--- src/logic/timer_pkg.sv ---
// Constants, register map and bus carrier of the timer block
// Operation
// - 16-bit up counter on timer source
// - Low-byte read snapshots high byte
// - Periodic tick event every 1024 us
// - Wrap event on counter overflow
// - High-byte write commits both bytes
// - Counter bytes read-write, reset zero
// - Interval count read-only, low read snapshots
// - Count high nibble, bits 7:4 zero
// - Reload low byte, read-write, reset zero
// - Reload high nibble, bits 7:4 reserved
// - Timer source synchronised into register clock
package timer_pkg;

    // ****************************************
    // Timing
    // ****************************************
    localparam int unsigned SRC_HZ = 4_000_000;
    localparam int unsigned TICK_PERIOD_US = 1024;
    localparam int unsigned TICK_COUNTS = TICK_PERIOD_US * (SRC_HZ / 1_000_000);
    localparam int unsigned TICK_BITS = $clog2(TICK_COUNTS);

    // ****************************************
    // Register indices, byte address is four times these
    // ****************************************
    localparam logic [7:0] FREE_LOW_IDX = 8'h20;
    localparam logic [7:0] FREE_HIGH_IDX = 8'h21;
    localparam logic [7:0] PIT_LOW_IDX = 8'h26;
    localparam logic [7:0] PIT_HIGH_IDX = 8'h27;
    localparam logic [7:0] RELOAD_LOW_IDX = 8'h28;
    localparam logic [7:0] RELOAD_HIGH_IDX = 8'h29;
    localparam logic [7:0] STATUS_IDX = 8'h30;
    localparam logic [7:0] MASK_IDX = 8'h31;

    // ****************************************
    // Fields and reset values
    // ****************************************
    localparam int unsigned EV_TICK = 0;
    localparam int unsigned EV_WRAP = 1;
    localparam int unsigned EV_PIT = 2;
    localparam int unsigned EV_NUM = 3;
    localparam logic [7:0] BYTE_RESET = 8'h00;

    // APB request from the master
    typedef struct packed {
        logic psel;
        logic penable;
        logic pwrite;
        logic [9:0] paddr;
        logic [31:0] pwdata;
    } apb_req_t;

endpackage

--- src/logic/free_interval_timer.sv ---
// Free-running counter and interval timer with APB registers
`timescale 1ns/1ps
`default_nettype none
module free_interval_timer (
    input wire logic clk_in,
    input wire logic rstn_in,
    input wire logic timer_src_in,
    input wire timer_pkg::apb_req_t apb_in,
    output logic [31:0] prdata_out,
    output logic pready_out,
    output logic pslverr_out,
    output logic irq_out
);

    // ****************************************
    // State
    // ****************************************
    logic src_meta, src_sync, src_prev;
    logic [15:0] count, next_count;
    logic [7:0] low_hold, next_low_hold;
    logic [7:0] snap_high, next_snap_high;
    logic [11:0] pit_count, next_pit_count;
    logic [3:0] pit_snap, next_pit_snap;
    logic [11:0] reload, next_reload;
    logic [2:0] status, next_status;
    logic [2:0] mask, next_mask;
    logic [31:0] prdata, next_prdata;

    // ****************************************
    // Decode
    // ****************************************
    logic src_edge, setup, access, rd_setup, wr_acc, mapped;
    logic [7:0] idx;
    logic [2:0] events;

    assign setup = apb_in.psel & ~apb_in.penable;
    assign access = apb_in.psel & apb_in.penable;
    assign rd_setup = setup & ~apb_in.pwrite;
    assign wr_acc = access & apb_in.pwrite & mapped;
    assign idx = apb_in.paddr[9:2];
    // Source edge seen only after two flops
    assign src_edge = src_sync & ~src_prev;

    // Address check, misaligned counts as unmapped
    always_comb begin
        case (idx)
            timer_pkg::FREE_LOW_IDX, timer_pkg::FREE_HIGH_IDX,
            timer_pkg::PIT_LOW_IDX, timer_pkg::PIT_HIGH_IDX,
            timer_pkg::RELOAD_LOW_IDX, timer_pkg::RELOAD_HIGH_IDX,
            timer_pkg::STATUS_IDX, timer_pkg::MASK_IDX: begin
                mapped = (apb_in.paddr[1:0] == 2'h0);
            end
            default: begin
                mapped = 1'b0;
            end
        endcase
    end

    // Zero wait states: answer in the first access cycle
    assign pready_out = access;
    assign pslverr_out = access & ~mapped;
    assign prdata_out = prdata;
    // Level output, stays up until software clears the cause or its mask bit
    assign irq_out = |(status & mask);

    // Single-cycle events from the source edge
    always_comb begin
        events = 3'h0;
        events[timer_pkg::EV_TICK] = src_edge &
            (&count[timer_pkg::TICK_BITS-1:0]);
        events[timer_pkg::EV_WRAP] = src_edge & (&count);
        events[timer_pkg::EV_PIT] = src_edge & (pit_count == 12'h000);
    end

    // ****************************************
    // Next-state logic
    // ****************************************
    always_comb begin
        next_count = count;
        next_low_hold = low_hold;
        next_snap_high = snap_high;
        next_pit_count = pit_count;
        next_pit_snap = pit_snap;
        next_reload = reload;
        next_mask = mask;
        next_prdata = prdata;
        // Counting; all ones rolls over to zero
        if (src_edge) begin
            next_count = count + 16'h0001;
            if (pit_count == 12'h000) begin
                next_pit_count = reload;
            end else begin
                next_pit_count = pit_count - 12'h001;
            end
        end
        // Writes land at the access edge; a write beats a count
        if (wr_acc) begin
            case (idx)
                timer_pkg::FREE_LOW_IDX: begin
                    next_low_hold = apb_in.pwdata[7:0];
                end
                timer_pkg::FREE_HIGH_IDX: begin
                    next_count = {apb_in.pwdata[7:0], low_hold};
                end
                timer_pkg::RELOAD_LOW_IDX: begin
                    next_reload[7:0] = apb_in.pwdata[7:0];
                end
                timer_pkg::RELOAD_HIGH_IDX: begin
                    next_reload[11:8] = apb_in.pwdata[3:0];
                end
                timer_pkg::MASK_IDX: begin
                    next_mask = apb_in.pwdata[2:0];
                end
                default: begin
                end
            endcase
        end
        // Read data registered in setup; low reads take snapshots
        if (rd_setup) begin
            next_prdata = 32'h0000_0000;
            case (idx)
                timer_pkg::FREE_LOW_IDX: begin
                    next_prdata[7:0] = count[7:0];
                    next_snap_high = count[15:8];
                end
                timer_pkg::FREE_HIGH_IDX: begin
                    next_prdata[7:0] = snap_high;
                end
                timer_pkg::PIT_LOW_IDX: begin
                    next_prdata[7:0] = pit_count[7:0];
                    next_pit_snap = pit_count[11:8];
                end
                timer_pkg::PIT_HIGH_IDX: begin
                    next_prdata[3:0] = pit_snap;
                end
                timer_pkg::RELOAD_LOW_IDX: begin
                    next_prdata[7:0] = reload[7:0];
                end
                timer_pkg::RELOAD_HIGH_IDX: begin
                    next_prdata[3:0] = reload[11:8];
                end
                timer_pkg::STATUS_IDX: begin
                    next_prdata[2:0] = status;
                end
                timer_pkg::MASK_IDX: begin
                    next_prdata[2:0] = mask;
                end
                default: begin
                end
            endcase
        end
        // Write-one-to-clear; a new event wins over its clear
        next_status = status;
        if (wr_acc && idx == timer_pkg::STATUS_IDX) begin
            next_status = status & ~apb_in.pwdata[2:0];
        end
        next_status = next_status | events;
    end

    // ****************************************
    // Registers
    // ****************************************
    always_ff @(posedge clk_in or negedge rstn_in) begin
        if (!rstn_in) begin
            src_meta <= 1'b0;
            src_sync <= 1'b0;
            src_prev <= 1'b0;
            count <= {2{timer_pkg::BYTE_RESET}};
            low_hold <= timer_pkg::BYTE_RESET;
            snap_high <= timer_pkg::BYTE_RESET;
            pit_count <= 12'h000;
            pit_snap <= 4'h0;
            reload <= 12'h000;
            status <= 3'h0;
            mask <= 3'h0;
            prdata <= 32'h0000_0000;
        end else begin
            src_meta <= timer_src_in;
            src_sync <= src_meta;
            src_prev <= src_sync;
            count <= next_count;
            low_hold <= next_low_hold;
            snap_high <= next_snap_high;
            pit_count <= next_pit_count;
            pit_snap <= next_pit_snap;
            reload <= next_reload;
            status <= next_status;
            mask <= next_mask;
            prdata <= next_prdata;
        end
    end

    logic wr_high;
    assign wr_high = wr_acc && idx == timer_pkg::FREE_HIGH_IDX;
endmodule
`default_nettype wire

--- config.mk ---
export PLATFORM = sky130hd
export DESIGN_NAME = free_interval_timer
export DESIGN_NICKNAME = d
export VERILOG_FILES = /design/src/logic/timer_pkg.sv /design/src/logic/free_interval_timer.sv
export SDC_FILE = /design/constraint.sdc
export NUM_CORES = 1
export LEC_CHECK = 0
export BUFFER_PORTS_ARGS = -buffer_cell sky130_fd_sc_hd__buf_2
export CAP_MARGIN = 20
export CORE_MARGIN = 2
export CORE_UTILIZATION = 36
export DETAILED_ROUTE_END_ITERATION = 8
export SLEW_MARGIN = 20
export SYNTH_ARGS = -nofsm -noshare
export SYNTH_HDL_FRONTEND = slang
export SYNTH_SLANG_ARGS = --single-unit
--- constraint.sdc ---
create_clock -name clk_in -period 2 [get_ports clk_in]
set_input_delay 0.2 -clock clk_in [delete_from_list [all_inputs] [get_ports clk_in]]
set_output_delay 0.2 -clock clk_in [all_outputs]
set_load 0.05 [all_outputs]
==> metrics.md <==
| Metric | Value |
|---|---|
| Root Driver | `clkbuf_16` |
| Outcome | `complete, but fails checks` |
| Most numerous cell in the Yosys netlist | `dfrtp_1` |
| TritonCTS buffer count | `9` |
| DPL Wire Length | `approximately 7900 µm` |
| Final setup viols | `0` |
| Height of the die | `approximately 110 µm` |
| Filler Cells Inserted | `1,093` |
| CP required | `2.26 ns` |
| Critical Path Source Type | `flip-flop` |
| Cell accounting for the most synthesized area | `dfrtp_1` |
| I/O Pins | `83` |
| Global-route wire length before repair | `17,300 µm` |
| Placed cell area | `4740 µm²` |
| Grt met3 use | `0.0332` |
| Final core occ | `0.441` |
| Clk buf depth | `2` |
| Relative slew margins | `0.612` |
| Clock net sink count | `slightly below 80` |
| Max Cap Viol | `0` |
| Worst-Margin Slew | `0.582 ns` |
| CP max FO | `5` |
| Drt initial violations | `roughly 180` |
| Maximum VDD drop | `370 µV` |
| Worst setup path start | `pit_count[0]` |
| Tmin final | `between 1.5 and 2 ns` |
| Setup crit end kind | `flip-flop` |
| Worst hold slack | `approximately 0.16 ns` |
| Hold/Removal Path Class | `in -> reg` |
| Design area | `between 5000 and 6000 µm²` |
| Post-Syn Area per Cell | `about 11 µm²` |
| Setup WS pre-CTS | `around 0.017 ns` |
| Die area | `approximately 13,000 µm²` |
| Final period util | `0.937` |
| Vias per cell | `about 5.4` |
| Met2 Track Usage GR | `0.261` |
| Synth Flop Type | `dfrtp_1` |
| Commonest cells in the netlist | `77 x dfrtp_1, 52 x mux2_2, 25 x buf_4, 18 x nand2_1, 15 x inv_1` |
| Failing checks | `design-rule violations` |
| Drt total wl | `10,500 µm` |
| Largest net degree at the start of global routing | `35` |
| Placed Cells | `583` |
| Synth unique cells | `57` |
| Vias in the first global route | `between 3,000 and 4,000` |
| Setup TNS | `0 ns` |
| PnR worst setup slack | `~0.13 ns` |
| IO Port Bufs | `34` |
| Synthesis warning total | `0` |
| Yosys top cell area share | `0.450` |
| Core box area | `approximately 12,000 µm²` |
| Pins Over Slew Limit | `0` |
| DR WL/cell | `roughly 18 µm` |
| Clk pin slew, worst setup/hold paths | `~0.06 ns` |
| Sequential share of power | `0.418` |
| Clock share of power | `0.366` |
| Worst Hold Launch | `apb_in[4]` |
| Initial Util | `0.372` |
| Logic pwr share | `0.216` |
| Initial antenna violation count | `0` |
| Layout cells sized above 1 | `0.325` |
| Met1 Usage GRT | `0.259` |
| GP Congestion | `between 0.8 and 0.9` |
| Leak pwr | `between 2 and 2.5 nW` |
| PD cells | `around 900 nW/µm²` |
| Hold Vio Cnt, Final | `0` |
| Top cells by area, synth | `dfrtp_1 45%, mux2_2 14%, buf_4 4.4%` |
| Post-Syn Area | `4290 µm²` |
| DIE WIDTH | `113 µm` |
| Sw Pwr | `~1.4 mW` |
| Highest Clock Rate | `~530 MHz` |
| Int Pwr | `approximately 3.2 mW` |
| Sw Ratio | `0.307` |
| Clock Skews | `~0.0046 ns` |
| Crit Reg-Reg Startpoint | `pit_count[0]` |
| Total gr overflow | `0` |
| H-tree depth | `3` |
| Arrival time worst endpoint | `2.13 ns` |
| Ys async rst share | `1.00` |
| Routed Antenna Nets | `0` |
| Syn Inst Count | `390` |
| Row count | `39` |
| Clock latency on the worst-skew pair | `between 0.3 and 0.4 ns` |
| Vias | `3,240` |
| Total power | `4.63 mW` |
| GR peak layer | `met2` |
| ANT cells | `0` |
| Layout net count | `a little over 500` |
| Post-synth EDFFs | `0` |
| CTS tree | `built` |
| All-Layer GR Usage | `0.173` |
| Layout area overhead | `18.4%` |
| Total iterations of the first detailed-routing run | `6` |
| Flop and latch count out of synthesis | `77` |
| Post-synthesis sequential area ratio | `0.450` |
| Critical path class | `reg -> reg` |
| Fin cells | `around 600` |
| DRC | `11` |
-- cell type report --
type	instances	area [µm²]	share of cell area
Clock buffer	9	225	0.0444
Timing Repair Buffer	71	493	0.0972
Multi-Input combinational cell	279	2120	0.417
Clock inverter	5	77.6	0.0153
Inverter	15	56.3	0.0111
Sequential cell	77	1930	0.380
Tap cell	143	179	0.0353
-- final timing paths --
| kind | end | slack [ns] | cells past startpoint |
|---|---|---|---|
| min in group asynchronous | low_hold[5] | 0.34 | 2 |
| setup reg to reg | pit_count[6] | 0.13 | 6 |
| max in group asynchronous | src_prev | 1.10 | 3 |
| setup / recovery | pit_count[6] | 0.13 | 6 |
| hold / removal | count[12] | 0.16 | 2 |
| hold reg to reg | src_sync | 0.35 | 0 |
-- power groups by stage --
stage	Clock, mW	Combinational (mW)	Sequential, mW
finish	1.70	1.00	1.93
global route	1.79	1.10	1.96
CTS	1.72	0.991	1.92
detailed placement	0	0.984	1.95
global placement	0	0.967	1.95
floorplan	0	0.633	1.94
-- logic make-up after synthesis --
kind of cell / share of synthesized area
adders and majority gates: 0.00876
xor gates and xnor gates: 0.0286
DFF: 0.450
and+or+nand+nor: 0.153
buffers and inverters: 0.0803
muxes: 0.163
other: 0.000875
AOI/OAI and AO/OA: 0.116
-- flip-flops by register name, summed over array words and instances (netlist names), 3 cells and up --
register,count
status,3
reload,12
low_hold,8
mask,3
prdata_out,8
pit_count,12
count,16
pit_snap,4
snap_high,8
-- cells in the final DEF, fill, tap and decap left out, types with 5 or more instances in the layout --
cell,n
a21oi_1,9
a22o_1,10
a31oi_1,5
buf_2,33
buf_4,33
clkbuf_16,9
conb_1,24
dfrtp_1,77
inv_1,15
mux2_2,52
mux2i_1,7
nand2_1,18
nand3_1,12
nand4_1,11
nor2_1,10
nor3_1,12
nor4_1,7
o21ai_0,11
o2bb2ai_1,7
xnor2_1,5
xor2_1,9
-- per-layer routing --
layer,share of wire,vias to the layer above
met5,0,-
met4,0.0074,0
met3,0.061,9
met2,0.45,105
met1,0.48,1604
li1,-,1522
-- worst max-delay path, stage by stage, from the launching register on --
cell       delay, ns
dfrtp_1         0.41
inv_1           0.09
ha_1            0.17
or3b_2          0.48
or3_1           0.34
a21oi_1         0.16
a2bb2oi_1       0.16
-- timing repair --
action	4_1_cts	5_1_grt
endpoints found under the hold margin	29	0
buffers inserted	0	0
endpoints found under the setup margin	0	2
hold buffers	2	0
resized for setup	0	3
Note: power is estimated with default switching activity, not from simulation.
